$ cat src/verilog/srsc_regs.svh
// Register offsets, field positions, reset values and timing counts for the reset controller
`ifndef SRSC_REGS_SVH
`define SRSC_REGS_SVH

// Word-aligned byte offsets on the register bus
`define SRSC_OFF_CTRL 8'h00
`define SRSC_OFF_STATUS 8'h04
`define SRSC_OFF_CAUSE 8'h08
`define SRSC_OFF_AHB_GATE 8'h0C
`define SRSC_OFF_APB_GATE 8'h10
`define SRSC_OFF_SCRATCH 8'h14

// Control fields
`define SRSC_CTRL_SWRST 0
`define SRSC_CTRL_OSCSEL 1

// Status fields
`define SRSC_ST_IN_RESET 0
`define SRSC_ST_WDT_EN 1
`define SRSC_ST_CLKSEL 2

// Cause fields, sticky, cleared by writing one
`define SRSC_CAUSE_POR 0
`define SRSC_CAUSE_VMON 1
`define SRSC_CAUSE_PIN 2
`define SRSC_CAUSE_WDT 3
`define SRSC_CAUSE_SW 4

// APB gate positions that stay clocked through reset
`define SRSC_APB_WDT 0
`define SRSC_APB_EMIF 1
`define SRSC_APB_DMAXB 2

// Reset values
`define SRSC_RST_PC 32'h0000_0000
`define SRSC_RST_AHB_GATE 32'hFFFF_FFFF
`define SRSC_RST_APB_GATE 32'h0000_0007

// Oscillator frequencies in kHz and system clock rate
`define SRSC_CLK_KHZ 125000
`define SRSC_LPOSC_KHZ 20000
`define SRSC_LPOSC_DIV_KHZ 2500
// Low power oscillator is modelled as a divided enable of the system clock
`define SRSC_LPOSC_DIV ((`SRSC_CLK_KHZ + `SRSC_LPOSC_KHZ - 1) / `SRSC_LPOSC_KHZ)
`define SRSC_LPOSC_SUB (`SRSC_LPOSC_KHZ / `SRSC_LPOSC_DIV_KHZ)

`endif

$ cat src/verilog/srsc_pkg.sv
// Types shared by the reset controller
package srsc_pkg;

  typedef enum logic [1:0] {
    SRSC_RUN = 2'b00,
    SRSC_HOLD = 2'b01,
    SRSC_EXIT = 2'b10
  } srsc_state_t;

  typedef struct packed {
    logic por;
    logic vmon;
    logic pin;
    logic wdt;
  } srsc_src_t;

  typedef struct packed {
    logic core_halt;
    logic irq_disable;
    logic timer_disable;
    logic regs_reset;
    logic regs_por_reset;
    logic pc_load;
    logic osc_internal;
    logic wdt_enable;
  } srsc_ctl_t;

endpackage

$ cat src/verilog/srsc_top.sv
// Reset state sequencer: source merge, hold actions, exit actions, register slave
//
// What this block does
// Core is halted for the whole time the reset state is active.
// Module registers take defaults on entry; power-on-only bits keep value otherwise.
// All interrupt sources and timer functions are disabled on entry.
// Every high-speed bus peripheral clock gate turns on in reset.
// Peripheral-bus gates turn off except watchdog, memory interface, trigger crossbar.
// Reset never clears or alters on-chip RAM contents.
// Every port output latch set to one, output stage open-drain.
// Weak pull-ups stay enabled during and after reset.
// Power-on and supply-monitor resets drive reset pin low until exit.
// Program counter reloads, fetch starts at address zero on exit.
// Internal oscillator becomes system clock source on exit.
// Low power oscillator default, 20 MHz and 2.5 MHz, auto start/stop. Here ticks come every 7 and 56 system clocks, about 17.9 and 2.2 MHz.
// Watchdog enabled on exit, clocked by low frequency oscillator.
// Any asserted source holds reset; exit only after all are released.
//
// Implementation choices: the address map and register access over Avalon-MM.
`timescale 1ns/10ps
`include "srsc_regs.svh"

module srsc_top #(
  parameter int NUM_AHB = 32,
  parameter int NUM_APB = 32,
  parameter int NUM_PORT = 16
) (
  input wire logic clk_sys,
  input wire logic rst_n,
  input wire srsc_pkg::srsc_src_t rst_src,
  input wire logic ram_we_req,
  input wire logic [7:0] avs_address,
  input wire logic avs_read,
  input wire logic avs_write,
  input wire logic [31:0] avs_writedata,
  input wire logic [3:0] avs_byteenable,
  output logic [31:0] avs_readdata,
  output logic avs_waitrequest,
  output srsc_pkg::srsc_ctl_t ctl,
  output logic [31:0] pc_reset_value,
  output logic ram_we_allow,
  output logic [NUM_AHB-1:0] ahb_clk_en,
  output logic [NUM_APB-1:0] apb_clk_en,
  output logic [NUM_PORT-1:0] port_latch,
  output logic [NUM_PORT-1:0] port_open_drain,
  output logic [NUM_PORT-1:0] port_pullup_en,
  output logic rst_pin_o,
  output logic rst_pin_oe_n,
  output logic lposc_run,
  output logic lposc_clk_en,
  output logic lposc_div_en,
  output logic wdt_clk_sel_lfo
);
  import srsc_pkg::*;

  srsc_state_t state_ff;
  srsc_state_t nxt_state;
  logic any_src;
  logic drive_pin;
  logic pin_hold_ff;
  logic sw_rst_ff;
  logic osc_sel_ff;
  logic [4:0] cause_ff;
  logic [31:0] scratch_ff;
  logic ack_ff;
  logic [3:0] lp_cnt_ff;
  logic [3:0] lp_sub_ff;

  function automatic logic [31:0] be_merge(input logic [31:0] old, input logic [31:0] wd,
                                           input logic [3:0] be);
    logic [31:0] r;
    r = old;
    for (int i = 0; i < 4; i++) begin
      if (be[i]) begin
        r[i*8 +: 8] = wd[i*8 +: 8];
      end
    end
    return r;
  endfunction

  function automatic logic hit(input logic [7:0] a, input logic [7:0] off);
    return a == off;
  endfunction

  // Every source merged, software request included
  assign any_src = rst_src.por | rst_src.vmon | rst_src.pin | rst_src.wdt | sw_rst_ff;
  assign drive_pin = rst_src.por | rst_src.vmon | pin_hold_ff;

  always_comb begin
    nxt_state = state_ff;
    unique case (state_ff)
      SRSC_RUN: if (any_src) nxt_state = SRSC_HOLD;
      SRSC_HOLD: if (!any_src) nxt_state = SRSC_EXIT;
      SRSC_EXIT: nxt_state = any_src ? SRSC_HOLD : SRSC_RUN;
      default: nxt_state = SRSC_HOLD;
    endcase
  end

  // Power-up reset starts in the hold state
  always_ff @(posedge clk_sys or negedge rst_n) begin
    if (!rst_n) begin
      state_ff <= SRSC_HOLD;
    end else begin
      state_ff <= nxt_state;
    end
  end

  // Hold and exit controls toward core and peripherals
  always_ff @(posedge clk_sys or negedge rst_n) begin
    if (!rst_n) begin
      ctl <= '{core_halt: 1'b1, irq_disable: 1'b1, timer_disable: 1'b1, regs_reset: 1'b1,
               regs_por_reset: 1'b1, pc_load: 1'b0, osc_internal: 1'b1, wdt_enable: 1'b0};
      pc_reset_value <= `SRSC_RST_PC;
    end else begin
      ctl.core_halt <= nxt_state != SRSC_RUN;
      ctl.irq_disable <= nxt_state != SRSC_RUN;
      ctl.timer_disable <= nxt_state != SRSC_RUN;
      ctl.regs_reset <= nxt_state == SRSC_HOLD;
      // Power-on-only bits clear just for a power-on source
      ctl.regs_por_reset <= nxt_state == SRSC_HOLD && rst_src.por;
      ctl.pc_load <= nxt_state == SRSC_EXIT;
      pc_reset_value <= `SRSC_RST_PC;
      if (nxt_state == SRSC_EXIT) begin
        ctl.osc_internal <= 1'b1;
        ctl.wdt_enable <= 1'b1;
      end else if (nxt_state == SRSC_HOLD) begin
        ctl.wdt_enable <= 1'b0;
      end else begin
        ctl.osc_internal <= ~osc_sel_ff;
      end
    end
  end

  // RAM write path only blocked during reset, contents never touched
  always_ff @(posedge clk_sys or negedge rst_n) begin
    if (!rst_n) begin
      ram_we_allow <= 1'b0;
    end else begin
      ram_we_allow <= ram_we_req && nxt_state == SRSC_RUN;
    end
  end

  // Clock gates: forced in reset, software owned while running
  always_ff @(posedge clk_sys or negedge rst_n) begin
    if (!rst_n) begin
      ahb_clk_en <= NUM_AHB'(`SRSC_RST_AHB_GATE);
      apb_clk_en <= NUM_APB'(`SRSC_RST_APB_GATE);
    end else if (nxt_state == SRSC_HOLD) begin
      ahb_clk_en <= '1;
      apb_clk_en <= NUM_APB'(`SRSC_RST_APB_GATE);
    end else if (state_ff == SRSC_RUN && avs_write && ack_ff == 1'b0) begin
      if (hit(avs_address, `SRSC_OFF_AHB_GATE)) begin
        ahb_clk_en <= NUM_AHB'(be_merge(32'(ahb_clk_en), avs_writedata, avs_byteenable));
      end
      if (hit(avs_address, `SRSC_OFF_APB_GATE)) begin
        apb_clk_en <= NUM_APB'(be_merge(32'(apb_clk_en), avs_writedata, avs_byteenable));
      end
    end
  end

  // Port pins: latch high, open-drain, pull-ups always on in reset
  always_ff @(posedge clk_sys or negedge rst_n) begin
    if (!rst_n) begin
      port_latch <= '1;
      port_open_drain <= '1;
      port_pullup_en <= '1;
    end else if (nxt_state == SRSC_HOLD) begin
      port_latch <= '1;
      port_open_drain <= '1;
      port_pullup_en <= '1;
    end else begin
      port_pullup_en <= '1;
    end
  end

  // Pin stays low until exit, even when a longer source outlives the power source
  always_ff @(posedge clk_sys or negedge rst_n) begin
    if (!rst_n) begin
      pin_hold_ff <= 1'b0;
    end else if (nxt_state == SRSC_RUN) begin
      pin_hold_ff <= 1'b0;
    end else if (rst_src.por || rst_src.vmon) begin
      pin_hold_ff <= 1'b1;
    end
  end

  // Reset pin is open-drain: only ever pulls low, never high
  always_ff @(posedge clk_sys or negedge rst_n) begin
    if (!rst_n) begin
      rst_pin_o <= 1'b0;
      rst_pin_oe_n <= 1'b1;
    end else begin
      rst_pin_o <= 1'b0;
      rst_pin_oe_n <= !(drive_pin && nxt_state != SRSC_RUN);
    end
  end

  // Low power oscillator: runs only while it is the selected source
  always_ff @(posedge clk_sys or negedge rst_n) begin
    if (!rst_n) begin
      lposc_run <= 1'b0;
      lp_cnt_ff <= 4'h0;
      lp_sub_ff <= 4'h0;
      lposc_clk_en <= 1'b0;
      lposc_div_en <= 1'b0;
      wdt_clk_sel_lfo <= 1'b1;
    end else begin
      lposc_run <= ctl.osc_internal;
      wdt_clk_sel_lfo <= 1'b1;
      lposc_clk_en <= 1'b0;
      lposc_div_en <= 1'b0;
      if (!lposc_run) begin
        lp_cnt_ff <= 4'h0;
        lp_sub_ff <= 4'h0;
      end else if (lp_cnt_ff == 4'(`SRSC_LPOSC_DIV - 1)) begin
        lp_cnt_ff <= 4'h0;
        lposc_clk_en <= 1'b1;
        if (lp_sub_ff == 4'(`SRSC_LPOSC_SUB - 1)) begin
          lp_sub_ff <= 4'h0;
          lposc_div_en <= 1'b1;
        end else begin
          lp_sub_ff <= lp_sub_ff + 4'h1;
        end
      end else begin
        lp_cnt_ff <= lp_cnt_ff + 4'h1;
      end
    end
  end

  // Software reset request and clock select; cause flags, set wins over clear
  always_ff @(posedge clk_sys or negedge rst_n) begin
    if (!rst_n) begin
      sw_rst_ff <= 1'b0;
      osc_sel_ff <= 1'b0;
      cause_ff <= 5'h01;
      scratch_ff <= 32'h0000_0000;
    end else begin
      if (state_ff == SRSC_HOLD) begin
        sw_rst_ff <= 1'b0;
        osc_sel_ff <= 1'b0;
      end else if (avs_write && !ack_ff && hit(avs_address, `SRSC_OFF_CTRL)
                   && avs_byteenable[0]) begin
        sw_rst_ff <= avs_writedata[`SRSC_CTRL_SWRST];
        osc_sel_ff <= avs_writedata[`SRSC_CTRL_OSCSEL];
      end
      // Power-on-only contents: cleared by a power-on source, kept by all others
      if (ctl.regs_por_reset) begin
        scratch_ff <= 32'h0000_0000;
      end else if (avs_write && !ack_ff && hit(avs_address, `SRSC_OFF_SCRATCH)) begin
        scratch_ff <= be_merge(scratch_ff, avs_writedata, avs_byteenable);
      end
      for (int i = 0; i < 5; i++) begin
        if (avs_write && !ack_ff && hit(avs_address, `SRSC_OFF_CAUSE) && avs_byteenable[0]
            && avs_writedata[i]) begin
          cause_ff[i] <= 1'b0;
        end
      end
      if (rst_src.por) cause_ff[`SRSC_CAUSE_POR] <= 1'b1;
      if (rst_src.vmon) cause_ff[`SRSC_CAUSE_VMON] <= 1'b1;
      if (rst_src.pin) cause_ff[`SRSC_CAUSE_PIN] <= 1'b1;
      if (rst_src.wdt) cause_ff[`SRSC_CAUSE_WDT] <= 1'b1;
      if (sw_rst_ff) cause_ff[`SRSC_CAUSE_SW] <= 1'b1;
    end
  end

  // Avalon slave: one wait cycle, answer at the second edge
  always_ff @(posedge clk_sys or negedge rst_n) begin
    if (!rst_n) begin
      ack_ff <= 1'b0;
      avs_waitrequest <= 1'b1;
      avs_readdata <= 32'h0000_0000;
    end else begin
      ack_ff <= (avs_read || avs_write) && !ack_ff;
      avs_waitrequest <= !((avs_read || avs_write) && !ack_ff);
      if (avs_read && !ack_ff) begin
        unique case (avs_address)
          `SRSC_OFF_CTRL: avs_readdata <= {30'h0, osc_sel_ff, sw_rst_ff};
          `SRSC_OFF_STATUS: avs_readdata <= {29'h0, ~ctl.osc_internal, ctl.wdt_enable,
                                              state_ff != SRSC_RUN};
          `SRSC_OFF_CAUSE: avs_readdata <= {27'h0, cause_ff};
          `SRSC_OFF_AHB_GATE: avs_readdata <= 32'(ahb_clk_en);
          `SRSC_OFF_APB_GATE: avs_readdata <= 32'(apb_clk_en);
          `SRSC_OFF_SCRATCH: avs_readdata <= scratch_ff;
          default: avs_readdata <= 32'h0000_0000;
        endcase
      end
    end
  end
endmodule

$ cat config.mk
export PLATFORM = sky130hd
export DESIGN_NAME = srsc_top
export DESIGN_NICKNAME = d
export VERILOG_FILES = /design/src/verilog/srsc_pkg.sv /design/src/verilog/srsc_top.sv
export VERILOG_INCLUDE_DIRS = /design/src /design/src/verilog
export SDC_FILE = /design/constraint.sdc
export NUM_CORES = 1
export LEC_CHECK = 0
export ABC_AREA = 1
export BUFFER_PORTS_ARGS = -buffer_cell sky130_fd_sc_hd__buf_2
export CORE_ASPECT_RATIO = 0.75
export CORE_UTILIZATION = 35
export DETAILED_ROUTE_END_ITERATION = 12
export GPL_TIMING_DRIVEN = 0
export PLACE_DENSITY_LB_ADDON = 0.08
export SLEW_MARGIN = 40
export SYNTH_ARGS = -nofsm -noshare
export SYNTH_HDL_FRONTEND = slang
export SYNTH_SLANG_ARGS = --single-unit
$ cat constraint.sdc
create_clock -name clk_sys -period 2.23 [get_ports clk_sys]
set_input_delay 0.5575 -clock clk_sys [delete_from_list [all_inputs] [get_ports clk_sys]]
set_output_delay 0.5575 -clock clk_sys [all_outputs]
set_load 0.02 [all_outputs]
Yosys cells after proc, flatten, opt, wreduce, memory -nomap -nowiden
Cells that the tools add are included.
- bits in writable memories: 0
- bits in read-only memories: 0
- bits of input ports: 53
- memories: 0
- output and inout port bits: 192
- word-level logic and storage cells: 166
- register bits: 159
- bits in latches: 0
- reductions and logical operators: 60
- magnitude comparators: 0
- bitwise gates (word level): 8
- div/mod/pow operators: 0
- shifts and indexed selects: 0
- $add $sub $neg: 2
- muxes and demuxes: 46
- equal/unequal tests: 13
- multipliers: 0
- operator list (operator ; number):
    32-bit two-way mux ; 8
    32-bit case mux with 6 select lines ; 1
    2-bit nonzero test ; 22
    8-bit two-way mux ; 4
    1-bit two-way mux ; 24
    3-bit AND reduction ; 8
    4-bit two-way mux ; 5
    1-bit logical AND ; 18
    8-bit by 4-bit == test with 1-bit output (second input constant) ; 2
    8-bit by 5-bit == test with 1-bit output (second input constant) ; 2
    4-bit by 1-bit adder with 4-bit output (second input constant) ; 2
    4-bit by 3-bit == test with 1-bit output (second input constant) ; 2
    8-bit by 3-bit == test with 1-bit output (second input constant) ; 1
    8-bit zero test ; 1
    2-bit AND reduction ; 4
    2-bit two-way mux ; 3
    2-bit case mux with 3 select lines ; 1
    1-bit bitwise OR ; 5
    2-bit by 1-bit == test with 1-bit output (second input constant) ; 2
    2-bit == test (second input constant) ; 2
    2-bit zero test ; 2
    2-bit by 1-bit inequality test with 1-bit output (second input constant) ; 2
    1-bit zero test ; 3
    1-bit NOT ; 3
    1-bit logical OR ; 2

Longest topological paths before layout
Gate-level depths: netlist (run 1).
- depth in word-level cells: 9
- depth in mapped cells: 12
- depth with buffers taken out: 11

Worst setup path after synthesis (run 1)
OpenSTA, ideal clock, no wires.
- kind: input -> register
- start point: in rst_src[2] in the netlist's numbering
- end point: reg apb_clk_en[13]
- slack: -53 ps
- arrival time: 2209 ps
- required time: 2156 ps
- cell stages on the path: 10
- path buffers: 2
- library setup time: 74 ps
- cells stage by stage: nor2_1 -> nand4_1 -> a21oi_1 -> inv_1 -> ha_1 -> inv_2 -> clkbuf_1 -> clkbuf_1 -> nand2_1 -> o21ai_2
- cells in the longest elaborated chain, start to end: 9
- elaborated cells between the ends (all ways): 14
- classes of those cells: eq/ne: 1; mux: 5; bitwise: 4; reduce/logical: 4
- RTL lines (element ; line ; source):
    start: declaration ; srsc_top.sv:30 ; input wire srsc_pkg::srsc_src_t rst_src,
    1-bit bitwise OR * (4 in series) ; srsc_top.sv:86 ; assign any_src = rst_src.por | rst_src.vmon | rst_src.pin | rst_src.wdt | sw_rst_ff;
    1-bit two-way mux (tied with other cells) ; srsc_top.sv:94 ; SRSC_EXIT: nxt_state = any_src ? SRSC_HOLD : SRSC_RUN;
    2-bit case mux with 3 select lines * ; srsc_top.sv:91 ; unique case (state_ff)
    net nxt_state[0] ; srsc_top.sv:57 ; srsc_state_t nxt_state;
    2-bit by 1-bit == test with 1-bit output * ; -- ;
    2-bit nonzero test (no line) ; -- ;
    3-bit AND reduction (no line) ; -- ;
    end signal: assignment ; srsc_top.sv:147 ; apb_clk_en <= NUM_APB'(`SRSC_RST_APB_GATE);
    end signal: assignment ; srsc_top.sv:150 ; apb_clk_en <= NUM_APB'(`SRSC_RST_APB_GATE);
    end signal: assignment ; srsc_top.sv:156 ; apb_clk_en <= NUM_APB'(be_merge(32'(apb_clk_en), avs_writedata, avs_byteenable));
    end: declaration ; srsc_top.sv:43 ; output logic [NUM_APB-1:0] apb_clk_en,
Mark *: on every way through the listed nets, which the timed path passes. The rest lies on a longest branch.
A chain may end at the register's enable or synchronous reset.

Worst setup path in the final report (run 1)
- start point: reg sw_rst_ff
- end point: reg apb_clk_en[31]
- cells in the longest elaborated chain, start to end: 6
- elaborated cells between the ends (all ways): 11
- classes of those cells: eq/ne: 1; mux: 5; bitwise: 1; reduce/logical: 4
- RTL lines (element ; line ; source):
    start: declaration ; srsc_top.sv:61 ; logic sw_rst_ff;
    start signal: assignment ; srsc_top.sv:243 ; sw_rst_ff <= avs_writedata[`SRSC_CTRL_SWRST];
    1-bit bitwise OR * ; srsc_top.sv:86 ;
    1-bit two-way mux (tied with other cells) ; srsc_top.sv:94 ;
    2-bit case mux with 3 select lines * ; srsc_top.sv:91 ;
    net nxt_state[0] ; srsc_top.sv:57 ;
    2-bit by 1-bit == test with 1-bit output * ; -- ;
    2-bit nonzero test (no line) ; -- ;
    3-bit AND reduction (no line) ; -- ;
Marked as above.

==> results of run 1 <==
==> logic make-up after synthesis <==
group	Yosys count
other	2
buffers and inverters	167
DFF	159
xor gates and xnor gates	3
AOI/OAI and AO/OA	94
and+or+nand+nor	524
muxes	1
adders and majority gates	7
==> worst max-delay path, delay by kind of cell (launching register included) <==
| kind | cells | cell delay [ns] |
|---|---|---|
| AOI/OAI and AO/OA | 2 | 0.30 |
| adders and majority gates | 1 | 0.18 |
| buffers and inverters | 4 | 0.51 |
| DFF | 1 | 0.39 |
| and+or+nand+nor | 4 | 0.68 |
==> flip-flops by register name, indices dropped and copies added (netlist names) <==
signal / count
rst_pin_oe_n: 1
avs_waitrequest: 1
osc_sel_ff: 1
lposc_div_en: 1
state_ff: 2
sw_rst_ff: 1
scratch_ff: 32
avs_readdata: 32
ram_we_allow: 1
pin_hold_ff: 1
apb_clk_en: 32
lp_sub_ff: 4
ahb_clk_en: 32
cause_ff: 5
lp_cnt_ff: 4
lposc_run: 1
lposc_clk_en: 1
ctl: 6
ack_ff: 1
==> cells in the final DEF (no fill, tap or decap), types with 4 or more instances in the layout <==
master / instances
buf_1: 5
buf_2: 167
nand3_1: 77
buf_4: 91
or2_4: 5
o21ai_2: 58
dfrtp_1: 116
nand2_1: 349
nand2_2: 18
o21ai_1: 15
buf_8: 7
nor2_1: 55
clkbuf_16: 19
dfstp_2: 43
a21oi_1: 5
inv_1: 41
conb_1: 82
o21ai_0: 8
ha_1: 6
nor2_2: 4
nor2_4: 4
inv_2: 9
clkbuf_1: 11
nand3_4: 8
==> metrics by stage <==
step,cells,utilization (%)
floorplan,1037,-
global placement,1493,42.9
detailed placement,1495,43.2
CTS,1534,46.5
global route,1538,46.9
finish,1539,46.9
==> routing by layer <==
layer  vias up  wire length [um]  global-route usage [%]
li1       3411                 -                       -
met4         2               172                    4.57
met2       180             10400                    30.4
met5         -                11                       0
met3        15              1280                    4.20
met1      3156             12100                    31.0
==> cells in the mapped netlist, types with 2 or more instances <==
master | number | area, um^2
o21ai_2 | 58 | 508
nand3_1 | 77 | 385
inv_1 | 43 | 161
ha_1 | 7 | 87.6
buf_1 | 5 | 18.8
xnor2_1 | 2 | 17.5
inv_2 | 7 | 26.3
nor2_1 | 57 | 214
nand3_4 | 8 | 140
dfrtp_1 | 116 | 2900
buf_6 | 8 | 90.1
nand2_2 | 18 | 113
o21ai_1 | 15 | 75.1
or2_1 | 4 | 25.0
clkbuf_1 | 14 | 52.6
dfstp_2 | 43 | 1130
o21ai_0 | 8 | 40.0
buf_2 | 6 | 30.0
nor2_4 | 3 | 33.8
conb_1 | 2 | 7.51
nor2_2 | 3 | 18.8
o22ai_1 | 3 | 18.8
a21oi_1 | 6 | 30.0
buf_4 | 84 | 631
a21o_1 | 2 | 15.0
nand2_1 | 349 | 1310
nand4_1 | 2 | 12.5
==> report_power, final <==
group	internal [W]	leakage [nW]	total [W]	switching, W
clock	0.00180	0.287	0.00304	0.00124
sequential	0.00315	2.02	0.00332	0.000169
combinational	0.000535	3.30	0.00144	0.000910
==> final cells by class <==
cell class,instances,area [um^2]
Timing Repair Buffer,175,1010
Buffer,117,888
Antenna cell,1,2.50
Tap cell,294,368
Clock buffer,20,447
Clock inverter,12,158
Sequential cell,159,4030
Inverter,50,188
Fill cell,2284,11900
Multi-Input combinational cell,711,3450
==> worst paths after layout <==
path,start,endpoint,slack (ns),cells past startpoint
min in group asynchronous,rst_n,avs_readdata[27],0.58,2
setup / recovery,sw_rst_ff,apb_clk_en[31],0.10,11
hold reg to reg,ctl[1],lposc_run,0.42,0
hold / removal,ram_we_req,ram_we_allow,0.32,3
max in group asynchronous,rst_n,ahb_clk_en[14],0.97,3
setup reg to reg,sw_rst_ff,apb_clk_en[31],0.10,11
==> what timing repair did <==
action / CTS / global route
hold endpoints to repair: 20 / 0
cloned: 0 / 2
resized for setup: 23 / 7
setup buffers: 6 / 2
pin swaps: 0 / 1
hold buffers: 1 / 0
endpoints found under the setup margin: 65 / 62
==> impl_results.md, run 1 <==
- Gr usage total: approximately a fifth
- Critical path class: register to register
- Die Y: between 100 and 150 um
- Number of global-route vias before repair: 6340
- Routed Antenna Nets: 0
- Slew @ Worst Pin: ~0.75 ns
- Leakage: between 5 and 6 nW
- Yosys warns: 0
- Compound-Gate Fraction of Synth Area: about 8.7%
- Synthesized flop and latch total: between 150 and 200
- Initial DRC count: about 440
- Chip width: roughly 180 um
- Final setup fails: 0
- Root Driver: clkbuf_16
- TritonCTS Buffers: 17
- Final instance area: between 0.01 and 0.015 mm^2
- Final Cycle Share: 95.4%
- Die ar.: 0.0239 mm^2
- Min-delay worst type: primary input to register
- Critical path's slowest cell: dfrtp_1
- Max-Cap Viols: 0
- Share of cells above drive strength 1: a little under two fifths
- Worst setup margin: slightly above 0.1 ns
- Initial Util: 36.3%
- CP Capture Type: register
- Remaining Overflow, GRT: 0
- Core footprint: 0.0225 mm^2
- Fmax: 0.470 GHz
- Max IR drop VDD: approximately 0.5 mV
- Routed len/inst: 15.6 um
- Status: completed
- Largest net degree at the start of global routing: 72
- Drt pass-1 iters: 5
- Cells along the critical path: inv_1, nand4_1, a21oi_2, inv_2, ha_4, clkbuf_8, or2_4, nand3_4, buf_8, nand2_2, o21ai_2
- # IOs: 245
- TNS Setup: 0 ns
- Clock tree buffer depth: 2
- Synth Area in XOR/XNOR: less than 1%
- CTS tree: done
- Via count: a little under 7000
- Max incr delay on CP: 0.39 ns
- Placement Setup Slack: -0.933 ns
- # clock sinks: between 150 and 200
- Synthesis-to-finish area growth: 29.2%
- Crit path max fanout: 10
- Initial antenna violation count: 2
- Global-route wire length before repair: ~37000 um
- Fraction of synthesized area in multiplexers: less than 1%
- Hpwl dp: between 15000 and 20000 um
- GPL Wtd Cong: around 0.83
- Layout Skew: between 0.009 and 0.01 ns
- Placed inst area: 0.00971 mm^2
- Pwr/cell area: between 700 and 800 mW/mm^2
- Distinct cells, synth: 34
- Worst-Skew Late Latency: 0.43 ns
- Synth Area in Simple Gates: between 20% and 30%
- CTS clk-pin slew, worst paths: about 0.070 ns
- Post-Synth Adder-Cell Area: approximately 1.1%
- Worst path arrival time: 2.49 ns
- Wirelength, routed: about 24000 um
- Largest family of logic cells by synthesized area: simple AND/OR/NAND/NOR gates
- Post-Synthesis Cells: about 960
- Total Power Consumption: approximately 0.008 W
- Startpoint types: register
- Worst hold margin: 0.317 ns
- Synth async-reset ratio: 100%
- Ys flop type: dfrtp_1
- # DRC: 0
- Netlist Area Pre-Place: between 0.008 and 0.009 mm^2
- IO Port Bufs: between 150 and 200
- Register area share after synthesis: between 40% and 50%
- CTS HTree Levels: 4
- Required time of the critical path: between 2 and 3 ns
- Avg Inst Size Synth: 8.53 um^2
- Slew headroom: between 50% and 60%
- Hold violation count in the final report: 0
- Final nets: ~1300
- Post-synth EDFFs: 0
- Fin. max-slew vios: 0
- # rows: 47
- Via density: around 4.4
- Final min period: approximately 2.1 ns
No activity file was read; power rests on OpenSTA's default activity.
==> run 2: changes to the inputs <==
==> constraint.sdc (replaced) <==
create_clock -name clk_sys -period 2.23 [get_ports clk_sys]
set_input_delay 0.3345 -clock clk_sys [delete_from_list [all_inputs] [get_ports clk_sys]]
set_output_delay 0.3345 -clock clk_sys [all_outputs]
set_load 0.02 [all_outputs]
==> impl_results.md, run 2 (synthesis gave the netlist of run 1 again) <==
- CTS clk-pin slew, worst paths: roughly 0.06 ns
- Fin. max-slew vios: 0
- Slew headroom: 51.8%
- GPL Wtd Cong: slightly above 0.8
- Root Driver: clkbuf_16
- Hold violation count in the final report: 0
- Die Y: about 130 um
- # DRC: 0
- Chip width: approximately 180 um
- Core footprint: about 0.022 mm^2
- Switching part of the total: about 29%
- Cells along the critical path: inv_1, nor2_1, inv_1, nor2_2, inv_1, ha_2, clkbuf_8, or2_4, nand3_4, buf_12, nand2_2, o21ai_2
- Routed len/inst: between 15 and 20 um
- Layout Cells excl Fill: about 1500
- Via count: about 7000
- Leakage: 5.64 nW
- Sequential power share: around two fifths
- Most used cell along the critical path: inv_1
- P_sw: 0.00230 W
- Crit path max-delay family: simple AND/OR/NAND/NOR gates
- Crit path max fanout: 10
- CTS HTree Levels: 4
- Final setup fails: 0
- Wirelength, routed: about 24000 um
- Critical path class: register to register
- Pwr/cell area: 755 mW/mm^2
- Most frequent cells in the layout: 349 x nand2_1, 167 x buf_2, 116 x dfrtp_1, 93 x buf_4, 82 x conb_1
- Max IR drop VDD: approximately 0.47 mV
- Number of global-route vias before repair: approximately 6400
- Global-route wire length before repair: about 37000 um
- Max incr delay on CP: approximately 0.55 ns
- Critical path's slowest cell: dfstp_2
- Synthesis-to-finish area growth: 30.0%
- Initial antenna violation count: 0
- CTS tree: done
- Inst Count DP: around 1500
- Final nets: around 1300
- Comb power frac: ~18%
- Slew @ Worst Pin: 0.719 ns
- # IOs: 245
- Drt pass-1 iters: 5
- Most common cell after layout, fill and taps aside: nand2_1
- Die ar.: approximately 0.024 mm^2
- Final min period: between 2 and 2.5 ns
- Startpoint types: register
- TritonCTS Buffers: 17
- Layout Skew: approximately 0.014 ns
- Hpwl dp: about 17000 um
- Fmax: ~0.47 GHz
- Worst path arrival time: 2.50 ns
- IO Port Bufs: ~160
- Final Cycle Share: roughly 95%
- Util after Layout: a little under half
- Worst-Skew Late Latency: around 0.44 ns
- CP Capture Type: register
- Clock share of power: between 40% and 50%
- Required time of the critical path: 2.60 ns
- # clock sinks: 159
- WP buf/inv: 5
- Initial Util: between 30 and 40%
- Routed Antenna Nets: 0
- Min-delay worst type: primary input to register
- Total Power Consumption: ~0.008 W
- Share of cells above drive strength 1: 36.7%
- Pint: around 0.0057 W
- Status: completed
- N_diodes: 0
- Via density: approximately 4.4
- Remaining Overflow, GRT: 0
- Initial DRC count: 475
- Clock tree buffer depth: 2
- Largest net degree at the start of global routing: 73
- Max-Cap Viols: 0
- # rows: 47
- Gr usage total: 20.8%
==> run 2: final timing paths <==
| check | startpoint | end | slack [ns] | cells after the start |
|---|---|---|---|---|
| max in group asynchronous | rst_n | ahb_clk_en[8] | 0.89 | 4 |
| worst min register to register | ctl[1] | lposc_run | 0.41 | 0 |
| worst max register to register | state_ff[0] | ahb_clk_en[14] | 0.10 | 12 |
| worst max-delay path | state_ff[0] | ahb_clk_en[14] | 0.10 | 12 |
| min in group asynchronous | rst_n | avs_readdata[21] | 0.31 | 2 |
| worst min-delay path | ram_we_req | ram_we_allow | 0.1 | 3 |
==> run 2: layout make-up <==
cell class              instances  area [um^2]
well taps                     294          368
fillers                      2291        11900
plain buffers                 117          898
multi-input cells             711         3440
inverters                      50          188
clock buffers                  22          454
flip-flops and latches        159         4030
repair buffers                178         1040
clock inverters                10          186
==> run 2: metrics by stage <==
step / setup slack [ns] / area, um^2 / hold WS (ns) / TNS, ns
after floorplan: 0.138 / 8460 / 0.0389 / 0
after global placement: -1.81 / 9640 / 0.399 / -276.12
after detailed placement: -0.862 / 9700 / 0.183 / -34.34
after CTS: 0.0454 / 10500 / 0.0750 / 0
after global routing: -0.00571 / 10600 / 0.0904 / -0.0135
final: 0.102 / 10600 / 0.0954 / 0
==> run 2: routing by layer <==
layer / global-route usage [%] / up-vias / routed length (um)
met4: 4.38 / 0 / 160
met5: 0 / - / 0
li1: - / 3422 / -
met3: 4.22 / 11 / 1120
met1: 31.4 / 3182 / 12300
met2: 30.4 / 182 / 10500
==> run 2: worst reg2reg max path: stages (launching register included) <==
cell	delay, ns
dfstp_2	0.55
inv_1	0.04
nor2_1	0.08
inv_1	0.07
nor2_2	0.13
inv_1	0.10
ha_2	0.21
clkbuf_8	0.18
or2_4	0.28
nand3_4	0.16
buf_12	0.17
nand2_2	0.06
o21ai_2	0.05
==> run 2: power groups by stage <==
| stage | combinational, W | clock [W] | sequential [W] |
|---|---|---|---|
| after detailed placement | 0.00138 | 0 | 0.00337 |
| after global placement | 0.00135 | 0 | 0.00337 |
| after global routing | 0.00160 | 0.00343 | 0.00335 |
| final | 0.00145 | 0.00323 | 0.00333 |
| after CTS | 0.00142 | 0.00330 | 0.00333 |
| after floorplan | 0.000777 | 0 | 0.00349 |
==> run 2: repair_timing <==
action	in CTS	in global routing
buffers inserted	5	6
gates resized for setup	24	6
pin swaps	0	2
gates cloned	0	2
setup endpoints to repair	65	56
hold buffers	1	0
endpoints found under the hold margin	20	0
==> run 3: changes to the inputs <==
Settings changed: CORE_MARGIN set to 3, CORE_UTILIZATION 35 to 47, SETUP_SLACK_MARGIN set to 0.4.
==> impl_results.md, run 3 (synthesis gave the netlist of run 1 again) <==
- Slew @ Worst Pin: 0.718 ns
- TritonCTS Buffers: 17
- Root Driver: clkbuf_16
- IO Port Bufs: 162
- WP buf/inv: 6
- Fin. max-slew vios: 0
- Most frequent cells in the layout: 319 x nand2_1, 168 x buf_2, 116 x dfrtp_1, 97 x buf_4, 82 x conb_1
- Die Y: approximately 120 um
- Share of cells above drive strength 1: 41.7%
- Die ar.: 0.0190 mm^2
- Crit path max fanout: 8
- Max incr delay on CP: roughly 0.54 ns
- Max-Cap Viols: 0
- Placement Setup Slack: -0.446 ns
- Status: completed
- Remaining Overflow, GRT: 0
- Worst-Skew Late Latency: between 0.4 and 0.5 ns
- Worst path arrival time: between 2 and 2.5 ns
- Final nets: between 1000 and 1500
- Hold wc startpoint: ram_we_req
- Critical path's slowest cell: dfstp_2
- Reg2reg setup slack: ~0.18 ns
- CTS tree: done
- Leakage: about 6 nW
- Min-delay worst type: primary input to register
- Final min period: 2.05 ns
- Sequential cell area: 0.00403 mm^2
- Worst R2R Start: state_ff[0]
- Routed len/inst: approximately 16 um
- # IOs: approximately 250
- Required time of the critical path: between 2 and 3 ns
- Number of global-route vias before repair: 6708
- Initial Util: 48.2%
- GR Layer Usage met3: about 5.7%
- Largest net degree at the start of global routing: 61
- Global-route wire length before repair: ~37000 um
- Most common cell after layout, fill and taps aside: nand2_1
- Slew headroom: 52.1%
- TNS Setup: 0 ns
- Drt pass-1 iters: 5
- Final setup fails: 0
- Final Cycle Share: roughly nine tenths
- # clock sinks: between 150 and 200
- Layout Skew: about 0.010 ns
- Met1 Use GR: 38.2%
- Critical path startpoint: state_ff[0]
- Synthesis-to-finish area growth: 36.8%
- Initial antenna violation count: 1
- Startpoint types: register
- Wirelength, routed: ~24000 um
- Crit path max-delay family: simple AND/OR/NAND/NOR gates
- Worst hold margin: 0.0990 ns
- Via count: a little over 7000
- CTS HTree Levels: 4
- Worst setup margin: between 0.15 and 0.2 ns
- Chip width: approximately 160 um
- # rows: a little over 40
- Clock tree buffer depth: 2
- GPL Wtd Cong: about 0.9
- Hold violation count in the final report: 0
- Multi-input gate area: approximately 0.0037 mm^2
- Cells along the critical path: inv_2, nor2_1, inv_1, nor2_2, inv_2, ha_4, clkbuf_16, or2_4, nand3_4, buf_12, buf_12, nand2_2, o21ai_2
- # DRC: 0
- Gr usage total: 25.0%
- Critical path class: register to register
- Met2 GRT Util: a little over a third
- Fill cells: 1461
- RSZ-0062 raised after global routing: yes
- GR peak layer: met1
- CP Capture Type: register
- WHS Path Cells: 3
- Max IR drop VDD: about 0.47 mV
- R2r endpoint: apb_clk_en[21]
- Initial DRC count: 540
- Routed Antenna Nets: 0
- Total Power Consumption: 0.00786 W
- CTS clk-pin slew, worst paths: roughly 0.060 ns
- Via density: approximately 4.8
- N_diodes: 0
- Worst R2R Path Depth: 13
- Pwr/cell area: just over 700 mW/mm^2
- Fmax: around 0.49 GHz
- Hpwl dp: about 16000 um
- Hold endpoint: ram_we_allow
- Core footprint: 0.0169 mm^2
run 3: cell types whose count changed in the layout (fill, tap and decap cells not counted), sizes merged:
cell,change
clkbuf,+1
clkinv,+4
bufinv,-3
buf,+24
inv,+1
clkinvlp,-1
run 3: cell type report:
class | instances | share of cell area (%)
buffer | 117 | 8.32
clock buffer | 21 | 3.95
clock inverter | 11 | 1.05
inverter | 50 | 1.70
multi-input combinational | 711 | 33.2
sequential | 159 | 36.1
tap | 215 | 2.41
timing repair buffer | 204 | 13.2
run 3: worst register-to-register path, delay by kind of cell, from the launching register on:
| family | cells | cell delay (ns) |
|---|---|---|
| and+or+nand+nor | 5 | 0.65 |
| buffers and inverters | 6 | 0.57 |
| DFF | 1 | 0.54 |
| adders and majority gates | 1 | 0.18 |
| AOI/OAI and AO/OA | 1 | 0.05 |
run 3: worst max-delay path by stage:
stage / cells past startpoint / to / slack, ns
global placement: 1 / apb_clk_en[19] / -1.65
floorplan: 12 / apb_clk_en[22] / 0.35
CTS: 13 / apb_clk_en[7] / 0.21
global route: 13 / apb_clk_en[19] / 0.07
detailed placement: 11 / apb_clk_en[3] / -0.45
finish: 13 / apb_clk_en[21] / 0.18
run 3: stage by stage:
stage	instance area, um^2	cells	util [%]
after CTS	10800	1481	63.9
final	11200	1488	65.9
after floorplan	8530	1037	-
after detailed placement	9680	1416	57.2
after global placement	9610	1414	56.8
after global routing	11200	1488	65.9
run 3: report_power, final:
group          leakage [nW]  internal, W  switching, W
Combinational          3.73     0.000696      0.000992
Clock                 0.271      0.00164       0.00118
Sequential             2.02      0.00315      0.000201
run 3: what timing repair did:
item	4_1_cts	5_1_grt
buffers inserted	30	2
setup endpoints to repair	65	82
endpoints found under the hold margin	39	0
cloned	2	5
hold buffers	1	0
pin swaps	2	3
gates resized for setup	47	57
run 3: per-layer routing:
layer	part of all wire [%]	vias up
met2	43	307
met5	0.046	-
met3	8.6	38
met1	46	3344
met4	1.9	2
li1	-	3472
